File: src/srp_defs.svh
`ifndef SRP_DEFS_SVH
`define SRP_DEFS_SVH
// Status byte bit positions.
`define SRP_STB_ERR_BIT      3
`define SRP_STB_MAV_BIT      4
`define SRP_STB_RQS_BIT      6
// Run-state condition bits.
`define SRP_RUN_WTG_BIT      5
`define SRP_RUN_CV_BIT       8
`define SRP_RUN_CC_BIT       10
`define SRP_RUN_PROG_BIT     14
// Signal-quality condition bits.
`define SRP_QUA_OV_BIT       0
`define SRP_QUA_OC_BIT       1
`define SRP_QUA_LEAD_BIT     2
`define SRP_QUA_TEMP_BIT     3
`define SRP_QUA_MAINS_BIT    4
`define SRP_QUA_FAN_BIT      5
// Register select codes on the status access port.
`define SRP_SEL_RUN_COND     3'h0
`define SRP_SEL_RUN_EVENT    3'h1
`define SRP_SEL_RUN_ENABLE   3'h2
`define SRP_SEL_QUA_COND     3'h3
`define SRP_SEL_QUA_EVENT    3'h4
`define SRP_SEL_QUA_ENABLE   3'h5
`define SRP_SEL_STD_EVENT    3'h6
`define SRP_SEL_SRQ_ENABLE   3'h7
// Reset values.
`define SRP_ENABLE_RST16     16'h0000
`define SRP_ENABLE_RST8      8'h00
`endif

File: src/srp_pkg.sv
package srp_pkg;
  typedef struct packed {
    logic wait_trigger;
    logic const_voltage;
    logic const_current;
    logic program_running;
  } srp_run_s;

  typedef struct packed {
    logic overvoltage;
    logic overcurrent;
    logic sense_lead;
    logic thermal;
    logic mains;
    logic fan;
  } srp_quality_s;

  typedef struct packed {
    logic       valid;
    logic [7:0] data;
  } srp_char_s;

  typedef struct packed {
    logic valid;
    logic common;
    logic query;
    logic at_root;
    logic error;
  } srp_unit_s;

  typedef enum logic [2:0] {
    SRP_P_START   = 3'b000,
    SRP_P_KEYWORD = 3'b001,
    SRP_P_SEP     = 3'b011,
    SRP_P_PARAM   = 3'b010,
    SRP_P_ERROR   = 3'b110
  } srp_parse_e;
endpackage

File: src/srp_event_reg.sv
`timescale 1ns/1ps
// One condition/event/enable triple; events latch on rising enabled bits.
module srp_event_reg #(
  parameter int W = 16
) (
  input  wire logic         clock_in,
  input  wire logic         reset_n_in,
  input  wire logic [W-1:0] cond_in,
  input  wire logic         enable_wr_in,
  input  wire logic [W-1:0] enable_data_in,
  input  wire logic         event_rd_in,
  output logic      [W-1:0] event_out,
  output logic      [W-1:0] enable_out
);
  logic [W-1:0] cond_r, cond_nxt;
  logic [W-1:0] event_r, event_nxt;
  logic [W-1:0] enable_r, enable_nxt;

  always_comb begin
    cond_nxt   = cond_in;
    enable_nxt = enable_wr_in ? enable_data_in : enable_r;
    // A read clears, but a rise in the same cycle still lands.
    event_nxt  = (event_rd_in ? '0 : event_r)
               | (cond_in & ~cond_r & enable_r);
  end

  always_ff @(posedge clock_in) begin
    if (!reset_n_in) begin
      cond_r   <= '0;
      event_r  <= '0;
      enable_r <= '0;
    end else begin
      cond_r   <= cond_nxt;
      event_r  <= event_nxt;
      enable_r <= enable_nxt;
    end
  end

  assign event_out  = event_r;
  assign enable_out = enable_r;
endmodule

File: src/srp_parser.sv
`timescale 1ns/1ps
`include "srp_defs.svh"
// Classifies message units of a command stream, one character a cycle.
module srp_parser
  import srp_pkg::*;
(
  input  wire logic      clock_in,
  input  wire logic      reset_n_in,
  input  srp_char_s      char_in,
  input  wire logic      kw_short_in,
  input  wire logic      kw_long_in,
  output srp_unit_s      unit_out
);
  srp_parse_e state_r, state_nxt;
  srp_unit_s  unit_r, unit_nxt;
  logic       root_r, root_nxt;
  logic       common_r, common_nxt;
  logic       query_r, query_nxt;
  logic       kwlen_ok_r, kwlen_ok_nxt;
  logic [7:0] ch;
  logic       is_alpha;
  logic       term;

  always_comb begin
    // Fold case so mixed-case keywords match.
    ch = (char_in.data >= 8'h61 && char_in.data <= 8'h7a) ?
         (char_in.data - 8'h20) : char_in.data;
    is_alpha = (ch >= 8'h41 && ch <= 8'h5a);
    term = char_in.valid && (char_in.data == 8'h0a || char_in.data == 8'h3b);
    state_nxt    = state_r;
    root_nxt     = root_r;
    common_nxt   = common_r;
    query_nxt    = query_r;
    kwlen_ok_nxt = kwlen_ok_r;
    unit_nxt     = '0;
    if (char_in.valid) begin
      // Keyword length is judged by the matcher: short or full long form only.
      if (is_alpha) begin
        kwlen_ok_nxt = kw_short_in | kw_long_in;
      end
      case (state_r)
        SRP_P_START, SRP_P_SEP: begin
          if (ch == 8'h2a) begin
            common_nxt = 1'b1;
            state_nxt  = SRP_P_KEYWORD;
          end else if (ch == 8'h3a) begin
            root_nxt  = 1'b1;
            state_nxt = SRP_P_KEYWORD;
          end else if (is_alpha || ch == 8'h5b) begin
            state_nxt = SRP_P_KEYWORD;
          end
        end
        SRP_P_KEYWORD: begin
          if (ch == 8'h3f) begin
            query_nxt = 1'b1;
          end else if (ch == 8'h20) begin
            state_nxt = SRP_P_PARAM;
          end
        end
        SRP_P_PARAM: begin
          state_nxt = SRP_P_PARAM;
        end
        SRP_P_ERROR: begin
          state_nxt = SRP_P_ERROR;
        end
        default: begin
          state_nxt = SRP_P_START;
        end
      endcase
      if (term) begin
        unit_nxt.valid   = 1'b1;
        unit_nxt.common  = common_r;
        unit_nxt.query   = query_r;
        unit_nxt.at_root = root_r;
        unit_nxt.error   = !kwlen_ok_r || state_r == SRP_P_ERROR;
        common_nxt   = 1'b0;
        query_nxt    = 1'b0;
        kwlen_ok_nxt = 1'b1;
        // Line feed ends the message; the next unit starts at the root.
        root_nxt  = (char_in.data == 8'h0a);
        state_nxt = (char_in.data == 8'h0a) ? SRP_P_START : SRP_P_SEP;
      end
    end
  end

  always_ff @(posedge clock_in) begin
    if (!reset_n_in) begin
      state_r    <= SRP_P_START;
      unit_r     <= '0;
      root_r     <= 1'b1;
      common_r   <= 1'b0;
      query_r    <= 1'b0;
      kwlen_ok_r <= 1'b1;
    end else begin
      state_r    <= state_nxt;
      unit_r     <= unit_nxt;
      root_r     <= root_nxt;
      common_r   <= common_nxt;
      query_r    <= query_nxt;
      kwlen_ok_r <= kwlen_ok_nxt;
    end
  end

  assign unit_out = unit_r;
endmodule

File: src/srp_status.sv
// Contract
// - Clean decode shows zero in status bit 3.
// - Status bit 4 set while response waits.
// - Two 16-bit, two 8-bit condition registers.
// - Each has event, enable; event read clears. Code gives the 8-bit standard event register no enable.
// - Enabled rising condition bit sets event bit.
// - Any quality event sets status bit 3.
// - Request AND enable, except bit 6, into bit 6.
// - Request bit 6 drives service request line.
// - Request bit 3 set while queue nonempty.
// - Run bits 5, 14; unused bits zero.
// - Run bit 8 constant voltage, 10 constant current.
// - Quality bits 0-2: overvoltage, overcurrent, sense.
// - Quality bits 3-5: thermal, mains, fan; rest zero.
// - Asterisk means common command; question mark query.
// - After semicolon subunit, unless colon returns root.
// - Line feed ends message; message starts at root.
// - Only short or complete long keyword forms.
// - Keywords match regardless of letter case.
// - Optional keyword nodes may be omitted.
// - Analog inputs live only with strap grounded.
// - Analog mode still answers status, readback queries.
// - Relay, readbacks, trigger, inhibit always active.
// - Inhibit low turns output off.
`timescale 1ns/1ps
`include "srp_defs.svh"
module srp_status
  import srp_pkg::*;
(
  input  wire logic        clock_in,
  input  wire logic        reset_n_in,
  input  srp_run_s         run_in,
  input  srp_quality_s     quality_in,
  input  wire logic [7:0]  std_event_in,
  input  wire logic        queue_nonempty_in,
  input  wire logic        response_waiting_in,
  input  wire logic        reg_rd_in,
  input  wire logic        reg_wr_in,
  input  wire logic [2:0]  reg_sel_in,
  input  wire logic [15:0] reg_wdata_in,
  output logic      [15:0] reg_rdata_out,
  input  srp_char_s        char_in,
  input  wire logic        kw_short_in,
  input  wire logic        kw_long_in,
  output srp_unit_s        unit_out,
  output logic      [7:0]  status_byte_out,
  output logic             srq_out,
  input  wire logic        analog_strap_n_in,
  input  wire logic        analog_prog_valid_in,
  output logic             analog_remote_out,
  output logic             analog_prog_enable_out,
  output logic             digital_set_allow_out,
  input  wire logic        remote_inhibit_input,
  input  wire logic        external_trigger_input,
  output logic             external_trigger_out,
  output logic             output_enable_out,
  input  wire logic        output_on_cmd_in
);
  logic [15:0] run_cond;
  logic [15:0] qua_cond;
  logic [15:0] run_event, run_enable;
  logic [15:0] qua_event, qua_enable;
  logic [7:0]  std_ev_r, std_ev_nxt;
  logic [7:0]  srq_en_r, srq_en_nxt;
  logic [7:0]  srq_reg;
  logic [7:0]  stb_r, stb_nxt;
  logic [15:0] rdata_r, rdata_nxt;
  logic        strap_seen_r, strap_seen_nxt;
  logic        analog_r, analog_nxt;
  logic        oe_r, oe_nxt;
  logic        trig_r, trig_nxt;
  logic        rd_run_ev, rd_qua_ev, rd_std_ev;

  always_comb begin
    run_cond = 16'h0000;
    run_cond[`SRP_RUN_WTG_BIT]  = run_in.wait_trigger;
    run_cond[`SRP_RUN_PROG_BIT] = run_in.program_running;
    run_cond[`SRP_RUN_CV_BIT]   = run_in.const_voltage;
    run_cond[`SRP_RUN_CC_BIT]   = run_in.const_current;
    qua_cond = 16'h0000;
    qua_cond[`SRP_QUA_OV_BIT]    = quality_in.overvoltage;
    qua_cond[`SRP_QUA_OC_BIT]    = quality_in.overcurrent;
    qua_cond[`SRP_QUA_LEAD_BIT]  = quality_in.sense_lead;
    qua_cond[`SRP_QUA_TEMP_BIT]  = quality_in.thermal;
    qua_cond[`SRP_QUA_MAINS_BIT] = quality_in.mains;
    qua_cond[`SRP_QUA_FAN_BIT]   = quality_in.fan;
  end

  assign rd_run_ev = reg_rd_in && reg_sel_in == `SRP_SEL_RUN_EVENT;
  assign rd_qua_ev = reg_rd_in && reg_sel_in == `SRP_SEL_QUA_EVENT;
  assign rd_std_ev = reg_rd_in && reg_sel_in == `SRP_SEL_STD_EVENT;

  srp_event_reg #(.W(16)) u_run (
    .clock_in       (clock_in),
    .reset_n_in     (reset_n_in),
    .cond_in        (run_cond),
    .enable_wr_in   (reg_wr_in && reg_sel_in == `SRP_SEL_RUN_ENABLE),
    .enable_data_in (reg_wdata_in),
    .event_rd_in    (rd_run_ev),
    .event_out      (run_event),
    .enable_out     (run_enable)
  );

  srp_event_reg #(.W(16)) u_quality (
    .clock_in       (clock_in),
    .reset_n_in     (reset_n_in),
    .cond_in        (qua_cond),
    .enable_wr_in   (reg_wr_in && reg_sel_in == `SRP_SEL_QUA_ENABLE),
    .enable_data_in (reg_wdata_in),
    .event_rd_in    (rd_qua_ev),
    .event_out      (qua_event),
    .enable_out     (qua_enable)
  );

  srp_parser u_parser (
    .clock_in    (clock_in),
    .reset_n_in  (reset_n_in),
    .char_in     (char_in),
    .kw_short_in (kw_short_in),
    .kw_long_in  (kw_long_in),
    .unit_out    (unit_out)
  );

  // Service-request register: summary bits plus bit 6 built from the rest.
  always_comb begin
    srq_reg = 8'h00;
    srq_reg[`SRP_STB_ERR_BIT] = queue_nonempty_in | (|qua_event);
    srq_reg[`SRP_STB_MAV_BIT] = response_waiting_in;
    srq_reg[0] = |run_event;
    srq_reg[5] = |std_ev_r;
    srq_reg[`SRP_STB_RQS_BIT] = |(srq_reg & srq_en_r & 8'hbf);
  end

  always_comb begin
    // Standard events are held until read; a new event beats the clear.
    std_ev_nxt = (rd_std_ev ? 8'h00 : std_ev_r) | std_event_in;
    srq_en_nxt = (reg_wr_in && reg_sel_in == `SRP_SEL_SRQ_ENABLE) ?
                 reg_wdata_in[7:0] : srq_en_r;
    // Bit 3 is zero on clean decode and no quality event.
    stb_nxt = srq_reg;
    case (reg_sel_in)
      `SRP_SEL_RUN_COND:   rdata_nxt = run_cond;
      `SRP_SEL_RUN_EVENT:  rdata_nxt = run_event;
      `SRP_SEL_RUN_ENABLE: rdata_nxt = run_enable;
      `SRP_SEL_QUA_COND:   rdata_nxt = qua_cond;
      `SRP_SEL_QUA_EVENT:  rdata_nxt = qua_event;
      `SRP_SEL_QUA_ENABLE: rdata_nxt = qua_enable;
      `SRP_SEL_STD_EVENT:  rdata_nxt = {8'h00, std_ev_r};
      `SRP_SEL_SRQ_ENABLE: rdata_nxt = {8'h00, srq_en_r};
      default:             rdata_nxt = 16'h0000;
    endcase
    if (!reg_rd_in) begin
      rdata_nxt = rdata_r;
    end
  end

  // Strap is caught once, on the first cycle after reset release.
  always_comb begin
    strap_seen_nxt = 1'b1;
    analog_nxt     = strap_seen_r ? analog_r : !analog_strap_n_in;
    // Inhibit and trigger ignore the analog mode entirely.
    oe_nxt   = remote_inhibit_input && output_on_cmd_in;
    trig_nxt = external_trigger_input;
  end

  always_ff @(posedge clock_in) begin
    if (!reset_n_in) begin
      std_ev_r     <= `SRP_ENABLE_RST8;
      srq_en_r     <= `SRP_ENABLE_RST8;
      stb_r        <= 8'h00;
      rdata_r      <= 16'h0000;
      strap_seen_r <= 1'b0;
      analog_r     <= 1'b0;
      oe_r         <= 1'b0;
      trig_r       <= 1'b0;
    end else begin
      std_ev_r     <= std_ev_nxt;
      srq_en_r     <= srq_en_nxt;
      stb_r        <= stb_nxt;
      rdata_r      <= rdata_nxt;
      strap_seen_r <= strap_seen_nxt;
      analog_r     <= analog_nxt;
      oe_r         <= oe_nxt;
      trig_r       <= trig_nxt;
    end
  end

  assign status_byte_out        = stb_r;
  assign srq_out                = stb_r[`SRP_STB_RQS_BIT];
  assign reg_rdata_out          = rdata_r;
  assign analog_remote_out      = analog_r;
  assign analog_prog_enable_out = analog_r && analog_prog_valid_in;
  // Queries stay served in analog mode; only setting commands are blocked.
  assign digital_set_allow_out  = !analog_r;
  assign external_trigger_out   = trig_r;
  assign output_enable_out      = oe_r;
endmodule

File: config.mk
export PLATFORM = sky130hd
export DESIGN_NAME = srp_status
export DESIGN_NICKNAME = d
export VERILOG_FILES = /design/src/srp_pkg.sv /design/src/srp_event_reg.sv /design/src/srp_parser.sv /design/src/srp_status.sv
export VERILOG_INCLUDE_DIRS = /design/src
export SDC_FILE = /design/constraint.sdc
export NUM_CORES = 1
export LEC_CHECK = 0
export ABC_AREA = 1
export ABC_CLOCK_PERIOD_IN_PS = 2200
export BUFFER_PORTS_ARGS = -buffer_cell sky130_fd_sc_hd__buf_2
export CAP_MARGIN = 0
export CORE_MARGIN = 3
export CORE_UTILIZATION = 55
export CTS_BUF_LIST = sky130_fd_sc_hd__clkbuf_8
export DETAILED_ROUTE_END_ITERATION = 10
export PLACE_DENSITY = 0.83
export SYNTH_ARGS = -nofsm -noshare
export SYNTH_HDL_FRONTEND = slang
export SYNTH_SLANG_ARGS = --single-unit
File: constraint.sdc
create_clock -name clock_in -period 2.2 [get_ports clock_in]
set_input_delay 0.44 -clock clock_in [delete_from_list [all_inputs] [get_ports clock_in]]
set_output_delay 0.44 -clock clock_in [all_outputs]
set_load 0.01 [all_outputs]
==> results of run 1 <==
synthesized netlist by cell type:
library cell	instances	area [µm²]
nor4_1	4	25.0
a41oi_1	1	8.76
buf_4	4	30.0
buf_6	1	11.3
nand3b_1	8	60.1
nand2_2	4	25.0
o211ai_1	3	22.5
o31ai_1	1	7.51
a21oi_2	1	8.76
a31oi_1	3	18.8
nand2_1	98	368
nor3_4	1	16.3
o2111ai_1	4	35.0
clkbuf_2	1	5.00
a2111oi_0	1	8.76
nor3_2	1	10.0
a221oi_1	4	35.0
nor2_2	6	37.5
nor2_1	81	304
a31oi_2	1	12.5
a21oi_1	55	275
nand4_2	1	12.5
inv_2	3	11.3
clkbuf_1	14	52.6
clkinv_1	2	7.51
nand4_1	1	6.26
o21ai_2	1	8.76
ha_1	1	12.5
inv_1	67	251
buf_2	3	15.0
and2_1	1	6.26
dfxtp_1	105	2100
conb_1	1	3.75
nand3_1	19	95.1
o21ai_0	56	280
nor3_1	7	35.0
a22oi_1	12	90.1
buf_1	1	3.75
clkinv_2	1	5.00
nand3_2	1	10.0
nand2_4	1	11.3
o21a_1	1	7.51
flip-flops by register name, summed over array words and instances, names as in the netlist:
register and flops:
external_trigger_out 1, analog_remote_out 1, u_quality.enable_out 16, srq_en_r 8, u_quality.cond_r 6, u_parser.root_r 1, u_quality.event_out 6, output_enable_out 1
u_parser.common_r 1, u_parser.state_r 3, u_parser.query_r 1, status_byte_out 5, strap_seen_r 1, u_run.enable_out 16, reg_rdata_out 16, u_run.cond_r 4
u_run.event_out 4, std_ev_r 8, u_parser.unit_out 5, u_parser.kwlen_ok_r 1
cell type report:
class | count | area (µm²) | share of cell area
Sequential cell | 105 | 2100 | 0.414
Timing Repair Buffer | 101 | 533 | 0.105
Multi-Input combinational cell | 382 | 1870 | 0.368
Inverter | 73 | 275 | 0.0543
Clock inverter | 6 | 35.0 | 0.00691
Clock buffer | 10 | 138 | 0.0271
Tap cell | 99 | 124 | 0.0244
power groups by stage:
stage          registers [W]  clock network [W]  logic, W
4_1_cts              0.00201            0.00108  0.000408
3_5_place_dp         0.00206                  0  0.000405
5_1_grt              0.00202            0.00115  0.000466
6_report             0.00202            0.00107  0.000412
2_1_floorplan        0.00205                  0  0.000244
3_3_place_gp         0.00205                  0  0.000393
routing by layer:
metal | wire length [µm] | part of all wire
met2 | 4950 | 0.45
met5 | 0 | 0
met4 | 187 | 0.017
met1 | 5090 | 0.46
met3 | 856 | 0.077
how the worst min path moves through the flow:
stage	end	slack, ps	cells after the start
after floorplan	u_parser.unit_out[0]$_SDFF_PN0_	400	1
after global placement	u_parser.unit_out[3]$_SDFF_PN0_	430	2
after detailed placement	u_parser.unit_out[1]$_SDFF_PN0_	430	2
after CTS	external_trigger_out$_SDFF_PN0_	230	3
after global routing	external_trigger_out$_SDFF_PN0_	250	3
final	external_trigger_out$_SDFF_PN0_	240	3
logic make-up after synthesis:
kind of cell,after synthesis
flops,105
other cells,1
fa+ha+maj,1
buf+inv,97
compound gates,144
simple gates,234
worst register-to-register path: stages, from the launching register on:
cell and delay (ps):
dfxtp_1 340, nor4_1 670, nor2_1 80, a221oi_1 350, o21ai_0 120
through the flow:
| stage | cells | hold slack, ps |
|---|---|---|
| 3_5_place_dp | 760 | 426 |
| 6_report | 776 | 244 |
| 3_3_place_gp | 760 | 425 |
| 5_1_grt | 776 | 250 |
| 2_1_floorplan | 584 | 401 |
| 4_1_cts | 776 | 234 |
==> qor.csv, run 1 <==
metric,value,unit
fp-row-count,31,
gr-total-overflow,0,
hpwl,8330,µm
routabilityCongestion,0.909,
num_antenna_cells,0,
post-route-min-period,1690,ps
p_leak,2.34,nW
grt_pass1_vias,3723,
finalHoldViolations,0,
nets,732,
drc_errors,0,
rr_worst_depth,4,
slew_viol_final,0,
p_sw,0.000934,W
seq_area_frac_synth,0.483,
fin_setup_tns,0,ps
irDropWorstVdd,0.000455,V
mostFrequentLayoutCells,"105 x dfxtp_1, 98 x nand2_1, 90 x buf_2",
clk_latency,370,ps
die_area,9020,µm²
grt_antenna_before_repair,0,
synth_warnings,0,
ant_nets,0,
power,0.00349,W
relSlewSlack,0.502,
grt_max_degree,60,
die_h,95.0,µm
finClkSkew,10.2,ps
tightestPinTransition,740,ps
fillers,650,
muxShareOfSynthArea,0,
cp_cell_sequence,"nor4_1, nor2_1, a221oi_1, o21ai_0",
drive_gt1_frac,0.204,
port_buffers,90,
synth_fa_ha_area_frac,0.00287,
cts_resized,0,
cp-endpoint,status_byte_out[6]$_SDFF_PN0_,
cts_made_buffers,9,
internal_power,0.00256,W
reg2reg_slack,510,ps
rsz0062_at_grt,false,
coreArea,7450,µm²
fmax,592,MHz
place_area,4900,µm²
wl_per_cell,14.3,µm
grt.total_usage,0.253,
htreeDepth,3,
path_delay_family,simple AND/OR/NAND/NOR gates,
fin_crit_sh,0.767,
synthToLayoutAreaGrowth,16.5,%
fin_ws,512,ps
vias,4203,
worst_hold_path_type,in -> reg,
die_x,95.0,µm
clk_pin_slew,100,ps
ys_ff_latch,105,
ctsHoldBuffers,0,
synth_cell_types,42,
grt_first_pass_wirelength,17700,µm
drtPass1Iterations,5,
use_met2,0.388,
numClockSinks,105,
final_common_cell,dfxtp_1,
start_util,0.585,
design_area,5070,µm²
worstSetupPathType,reg -> reg,
cts_tree,built,
cp_slowest_cell,nor4_1,
finalSetupViolations,0,
synth-compound-area-share,0.188,
worst_ep_required_time,2430,ps
r2r-end,status_byte_out[6]$_SDFF_PN0_,
maxCapViolCount,0,
path_max_fanout,3,
cts_root_buffer,clkbuf_8,
arrival,1920,ps
p_per_area,689,nW/µm²
grt_util_met1,0.362,
cts_setup_buffers,0,
syn_inst,582,
cp.depth,4,
synth_xor_area_frac,0,
busiest_layer,met2,
swShare,0.267,
cp.buffers_inverters,0,
clock_path_buffers,2,
r2r-start,u_run.event_out[10]$_SDFF_PN0_,
pwr-share-seq,0.577,
slowest_delay,670,ps
synth_simple_gate_area_frac,0.235,
status,completed,
hp-start,external_trigger_input,
clkPwrFrac,0.305,
final_util,0.681,
pwr-share-comb,0.118,
start_kind,flip-flop,
wirelength,11100,µm
synth_area_per_cell,7.48,µm²
synth_top_family_by_area,simple AND/OR/NAND/NOR gates,
pre_cts_ws,278,ps
io_pins,94,
met3_usage,0.0462,
end_kind,flip-flop,
crit_start,u_run.event_out[10]$_SDFF_PN0_,
netlist_area,4350,µm²
drt_iter0_drc,461,
vias_per_cell,5.42,
Power figures use the tool's default switching activity.
==> run 2, diff against run 1 <==
ABC_AREA = 0   (was 1)
ABC_CLOCK_PERIOD_IN_PS = 1700   (was 2200)
clock period = 1.7 ns   (was 2.2 ns; I/O delays follow)
==> run 2 against run 1 <==
Clock-buffer cell count shrank 1. Global-route usage shrank 0.18 points. Non-clock buffer count grew 28. Final area grew 3.4%. Power grew 32%. Clock skew shrank 4.5 ps. Worst hold slack lost 71 ps. Highest routed layer unchanged. Via count shrank 3.1%. Sequential power grew 28%. Fmax grew 7.7%. Largest power group unchanged.
==> qor.csv, run 2 <==
metric,value,unit,change
path_delay_family,simple AND/OR/NAND/NOR gates,,
cts_resized,0,,unchanged
status,completed,,
port_buffers,90,,unchanged
end_kind,flip-flop,,
wl_per_cell,15.6,µm,+9.0%
synth_simple_gate_area_frac,0.235,,about the same
whs_path_depth,2,,-1
p_per_area,877,nW/µm²,+27%
synth-compound-area-share,0.180,,-0.00809
synthFlopType,dfxtp_1,,
drt_iter0_drc,317,,-31%
synth_top_area_cell,dfxtp_1,,
cp_cell_sequence,"or4_1, a222oi_1, o21ai_0",,
clock_path_buffers,2,,unchanged
syn_inst,513,,-12%
finalSetupViolations,0,,unchanged
synth_top_cells_by_count,"105 x dfxtp_1, 105 x nand2_1, 69 x a21oi_1, 54 x nor2_1, 21 x and2_1",,
async_flop_share,0,,unchanged
irDropWorstVdd,0.000428,V,-5.9%
mostFrequentLayoutCells,"105 x nand2_1, 105 x dfxtp_1, 90 x buf_2",,
synth_top_area_frac,0.487,,+0.00378
nets,683,,-6.7%
wirelength,11300,µm,+2.1%
whs,173,ps,-71.0 ps
fin_crit_sh,0.922,,+0.155
grt_pass1_vias,3805,,+2.2%
vias,4073,,-3.1%
ant_nets,0,,unchanged
final_cell_count_no_fill,727,,-6.3%
die_x,94.6,µm,-0.36%
gr-total-overflow,0,,unchanged
clk_pin_slew,100,ps,about the same
rr_worst_depth,3,,-1
num_antenna_cells,0,,unchanged
netlist_area,4320,µm²,-0.78%
drive_gt1_frac,0.266,,+0.0621
design_area,5240,µm²,+3.4%
place_area,5060,µm²,+3.2%
synth_top_family_by_area,simple AND/OR/NAND/NOR gates,,
ys_ff_latch,105,,unchanged
worstSetupPathType,reg -> reg,,
routabilityCongestion,0.915,,+0.66%
synth_xor_area_frac,0,,unchanged
io_pins,94,,unchanged
p_leak,2.26,nW,-3.2%
finClkSkew,5.71,ps,-4.51 ps
slowest_delay,600,ps,-70 ps
htreeDepth,3,,unchanged
fmax,638,MHz,+7.7%
fin_setup_tns,0,ps,unchanged
cp_slowest_cell,or4_1,,
fp-row-count,31,,unchanged
cts_made_buffers,9,,unchanged
synth_area_leaders,"dfxtp_1 49%, nand2_1 9.1%, a21oi_1 8.0%",,
finalHoldViolations,0,,unchanged
numClockSinks,105,,unchanged
grt.total_usage,0.251,,-0.00185
vias_per_cell,5.60,,+3.4%
pre_cts_ws,-128,ps,-406 ps
drtPass1Iterations,5,,unchanged
path_max_fanout,3,,unchanged
arrival,1820,ps,-100 ps
seq_area_frac_synth,0.487,,+0.00378
grt_antenna_before_repair,0,,unchanged
cp.buffers_inverters,0,,unchanged
grt_max_degree,41,,-32%
start_util,0.580,,-0.00454
cts_tree,built,,
die_area,8950,µm²,-0.73%
cts_root_buffer,clkbuf_8,,
slew_viol_final,0,,unchanged
cp.depth,3,,-1
clk_latency,370,ps,about the same
muxShareOfSynthArea,0.0553,,+0.0553
maxCapViolCount,0,,unchanged
coreArea,7450,µm²,unchanged
synth_warnings,0,,unchanged
worst_ep_required_time,1950,ps,-480 ps
start_kind,flip-flop,,
dpl.cell_count,711,,-6.4%
synth_edf_count,0,,unchanged
worst_hold_path_type,in -> reg,,
synth_fa_ha_area_frac,0.00290,,+0.0000225
post-route-min-period,1570,ps,-120 ps
ctsHoldBuffers,0,,unchanged
cts_setup_buffers,0,,unchanged
synthToLayoutAreaGrowth,21.4,%,
synth_area_per_cell,8.42,µm²,+13%
rsz0062_at_grt,false,,
hpwl,8410,µm,+1.0%
fin_ws,132,ps,-380 ps
grt_first_pass_wirelength,17700,µm,about the same
synth_cell_types,47,,+12%
drc_errors,0,,unchanged
die_h,94.6,µm,-0.36%
## run 2: cell types whose count changed after synthesis, moves of 13 or more
cell,previous run,this run
nand3_1,19,6
inv_1,67,6
nor2_1,81,54
and2_1,1,21
a21oi_1,55,69
o21ai_0,56,10
## run 2: routing by layer
metal  global-route usage  share of wire  vias to the layer above
li1                     -              -                     1986
met1                0.330           0.43                     1901
met2                0.415           0.49                      164
met3               0.0375          0.067                       22
met4               0.0998          0.020                        0
met5                    0              0                        -
## run 2: cell families (layout without fill, tap and decap cells)
| kind of cell | Yosys count | after routing |
|---|---|---|
| other | 1 | 3 |
| adders and majority gates | 1 | 1 |
| DFF | 105 | 105 |
| muxes | 20 | 20 |
| and+or+nand+nor | 224 | 224 |
| AOI/OAI and AO/OA | 124 | 124 |
| buffers and inverters | 38 | 151 |
## run 2: where the power goes
group	switching [W]	internal, W
Clock	0.000909	0.000561
Combinational	0.000302	0.000237
Sequential	0.0000497	0.00254
## run 2: worst register-to-register path: cells and delay by family, from the launching register on
kind / cells / cell delay [ps]
AO/OA/AOI/OAI: 2 / 510
AND/OR/NAND/NOR: 1 / 600
flip-flops: 1 / 340
## run 2: worst paths after layout
path | startpoint | slack [ps] | endpoint
max | u_run.event_out[10]$_SDFF_PN0_ | 130 | status_byte_out[6]$_SDFF_PN0_
min | external_trigger_input | 170 | external_trigger_out$_SDFF_PN0_
max reg2reg | u_run.event_out[10]$_SDFF_PN0_ | 130 | status_byte_out[6]$_SDFF_PN0_
min reg2reg | u_parser.kwlen_ok_r$_SDFFE_PN1P_ | 460 | u_parser.unit_out[0]$_SDFF_PN0_
## run 2: metrics by stage
step | util | total power [W]
6_report | 0.704 | 0.00460
5_1_grt | 0.704 | 0.00476
4_1_cts | 0.704 | 0.00461
3_5_place_dp | 0.679 | 0.00318
3_3_place_gp | 0.679 | 0.00315
2_1_floorplan | - | 0.00292
## run 2: final cells by class
cell class,instances,area (µm²)
clock buffer,9,124
clock inverter,7,61.3
fill,613,2200
inverter,6,22.5
multi-input combinational,372,2050
sequential,105,2100
tap,99,124
timing repair buffer,129,756
==> run 3, diff against run 2 <==
GPL_TIMING_DRIVEN = 0   (was unset)
PLACE_DENSITY = 0.79   (was 0.83)
SYNTH_HIERARCHICAL = 1   (was unset)
==> run 3 against run 2 <==
Largest cell class is now multi-input combinational cells. Die area increased by 48%. Critical endpoint is now u_parser/state_r[0]$_SDFFE_PN0P_. Fmax decreased by 6.1%. Routed wire length up 59%.
==> qor.csv, run 3 <==
metric,value,unit,change
status,completed,,
grt_antenna_before_repair,0,,unchanged
fillers,954,,+56%
die_x,115,µm,+22%
final_util,0.679,,-0.0249
cts_tree,built,,
maxCapViolCount,0,,unchanged
synth_top_cells_by_count,"149 x dfxtp_1, 63 x nand2_1, 46 x nand3b_1, 46 x nor2b_1, 44 x mux2i_1",,
grt_first_pass_wirelength,28500,µm,+61%
cts_root_buffer,clkbuf_8,,
mostFrequentLayoutCells,"149 x dfxtp_1, 99 x buf_2, 63 x nand2_1",,
p_leak,3.31,nW,+46%
start_util,0.568,,-0.0116
port_buffers,89,,-1.1%
finalSetupViolations,0,,unchanged
htreeDepth,4,,+1
swShare,0.250,,-0.0238
synth_area_leaders,"dfxtp_1 46%, mux2i_1 6.7%, nand3b_1 5.3%",,
synth_cell_types,70,,+49%
synthFlopType,dfxtp_1,,
synthToLayoutAreaGrowth,19.5,%,
netlist_area,6550,µm²,+52%
path_max_fanout,7,,+4
hpwl,13600,µm,+61%
end_kind,flip-flop,,
cp_cell_sequence,"buf_2, or4_4, or2_4, a32oi_2, o311ai_4, o221a_1",,
cp.buffers_inverters,1,,+1
clk_latency,440,ps,+70 ps
numClockSinks,149,,+42%
fp-row-count,39,,+26%
slew_viol_final,0,,unchanged
drc_errors,0,,unchanged
clkPwrFrac,0.392,,+0.072
pwr-share-comb,0.103,,-0.014
yosysMostFrequentCell,dfxtp_1,,
fin_crit_sh,0.982,,+0.0596
num_antenna_cells,0,,unchanged
finalHoldViolations,0,,unchanged
grt_pass1_vias,5480,,+44%
rsz0062_at_grt,false,,
seq_area_frac_synth,0.456,,-0.0309
io_pins,94,,unchanged
ant_nets,0,,unchanged
arrival,2010,ps,+190 ps
synth_edf_count,0,,unchanged
tightestPinTransition,651,ps,
drt_iter0_drc,585,,+85%
drive_gt1_frac,0.215,,-0.0513
slowest_delay,570,ps,-30 ps
gr-total-overflow,0,,unchanged
irDropWorstVdd,0.000684,V,+60%
cts_made_buffers,17,,+8
fin_ws,31.0,ps,-101 ps
fmax,599,MHz,-6.1%
ctsHoldBuffers,0,,unchanged
worst_hold_path_type,in -> reg,,
syn_inst,652,,+27%
synth_warnings,6,,+6
synth_area_per_cell,10.0,µm²,+19%
wl_per_cell,18.6,µm,+20%
routabilityCongestion,0.927,,+1.3%
cp_slowest_cell,or4_4,,
vias_per_cell,5.85,,+4.4%
pre_cts_ws,-597,ps,-469 ps
final_common_cell,dfxtp_1,,
vias,5634,,+38%
relSlewSlack,0.566,,
clk_pin_slew,80,ps,-20 ps
synth_top_area_cell,dfxtp_1,,
die_area,13200,µm²,+48%
power,0.00728,W,+58%
path_delay_family,simple AND/OR/NAND/NOR gates,,
nets,867,,+27%
clock_path_buffers,2,,unchanged
worst_ep_required_time,2040,ps,+90 ps
p_per_area,930,nW/µm²,+6.1%
async_flop_share,0,,unchanged
ys_ff_latch,149,,+42%
pwr-share-seq,0.505,,-0.058
post-route-min-period,1670,ps,+101 ps
coreArea,11500,µm²,+55%
wirelength,18000,µm,+59%
p_sw,0.00182,W,+45%
finClkSkew,9.00,ps,+3.30 ps
whs,108,ps,-65.9 ps
grt_max_degree,17,,-59%
drtPass1Iterations,5,,unchanged
start_kind,input port,,
grt.total_usage,0.278,,+0.0273
internal_power,0.00545,W,+63%
synth_top_area_frac,0.456,,-0.0309
die_h,115,µm,+22%
worstSetupPathType,in -> reg,,
-- run 3: cell count changes after synthesis, sizes merged, moves of 12 or more --
cell    delta
a21boi    +12
a21oi     -49
and2      +19
buf       +18
dfxtp     +44
mux2i     +37
nand2     -39
nand3b    +46
nand4b    +33
nor2      -38
nor2b     +40
-- run 3: power groups by stage --
stage / sequential, W / clock, W / combinational [W]
3_3_place_gp: 0.00375 / 0 / 0.000706
4_1_cts: 0.00367 / 0.00289 / 0.000731
3_5_place_dp: 0.00375 / 0 / 0.000726
2_1_floorplan: 0.00374 / 0 / 0.000451
6_report: 0.00368 / 0.00285 / 0.000749
5_1_grt: 0.00369 / 0.00303 / 0.000812
-- run 3: timing repair --
| item | CTS | global route |
|---|---|---|
| endpoints found under the hold margin | 0 | 0 |
| gates resized for setup | 1 | 5 |
| pin swaps | 0 | 1 |
| cloned | 0 | 0 |
| buffers inserted | 1 | 0 |
| endpoints found under the setup margin | 11 | 12 |
-- run 3: kinds of logic after synthesis --
family | after synthesis | share of synthesized area
xor gates and xnor gates | 1 | 0.00134
adders and majority gates | 1 | 0.00191
AOI/OAI and AO/OA | 97 | 0.118
other | 1 | 0.000573
and+or+nand+nor | 297 | 0.279
muxes | 52 | 0.0914
DFF | 149 | 0.456
buffers and inverters | 54 | 0.0516
-- run 3: worst paths after layout --
path | start | end | slack, ps | cells past startpoint
hold / removal | external_trigger_input | external_trigger_out$_SDFF_PN0_ | 110 | 2
hold reg to reg | u_parser/query_r$_SDFFE_PN0P_ | u_parser/query_r$_SDFFE_PN0P_ | 470 | 2
setup / recovery | char_in[2] | u_parser/state_r[0]$_SDFFE_PN0P_ | 30 | 6
setup reg to reg | u_run/event_out[11]$_SDFF_PN0_ | status_byte_out[6]$_SDFF_PN0_ | 80 | 4
-- run 3: layout make-up --
type / instances / area (µm²) / share of cell area
multi-input cells: 495 / 3440 / 0.440
well taps: 143 / 179 / 0.0229
clock buffers: 19 / 262 / 0.0334
inverters: 8 / 30.0 / 0.00384
flip-flops and latches: 149 / 2980 / 0.381
repair buffers: 90 / 453 / 0.0579
clock inverters: 13 / 158 / 0.0202
plain buffers: 46 / 319 / 0.0408
-- run 3: per-stage QoR --
stage,instances,area (µm²),setup TNS [ps]
finish,963,7820,0
global placement,930,7380,-15950
detailed placement,930,7380,-18750
CTS,963,7820,0
global route,963,7820,0
floorplan,698,6760,-403
-- run 3: layer usage --
layer	wire length, µm	track usage	share of wire
met5	0	0	0
met4	373	0.0915	0.021
met3	1460	0.0595	0.081
met2	8420	0.456	0.47
met1	7710	0.368	0.43
-- run 3: worst reg2reg max path, cell delays in order (launching register included) --
cell      delay [ps]
dfxtp_1          370
nor4_1           380
nand4_1          280
a222oi_1         290
a21boi_0         160
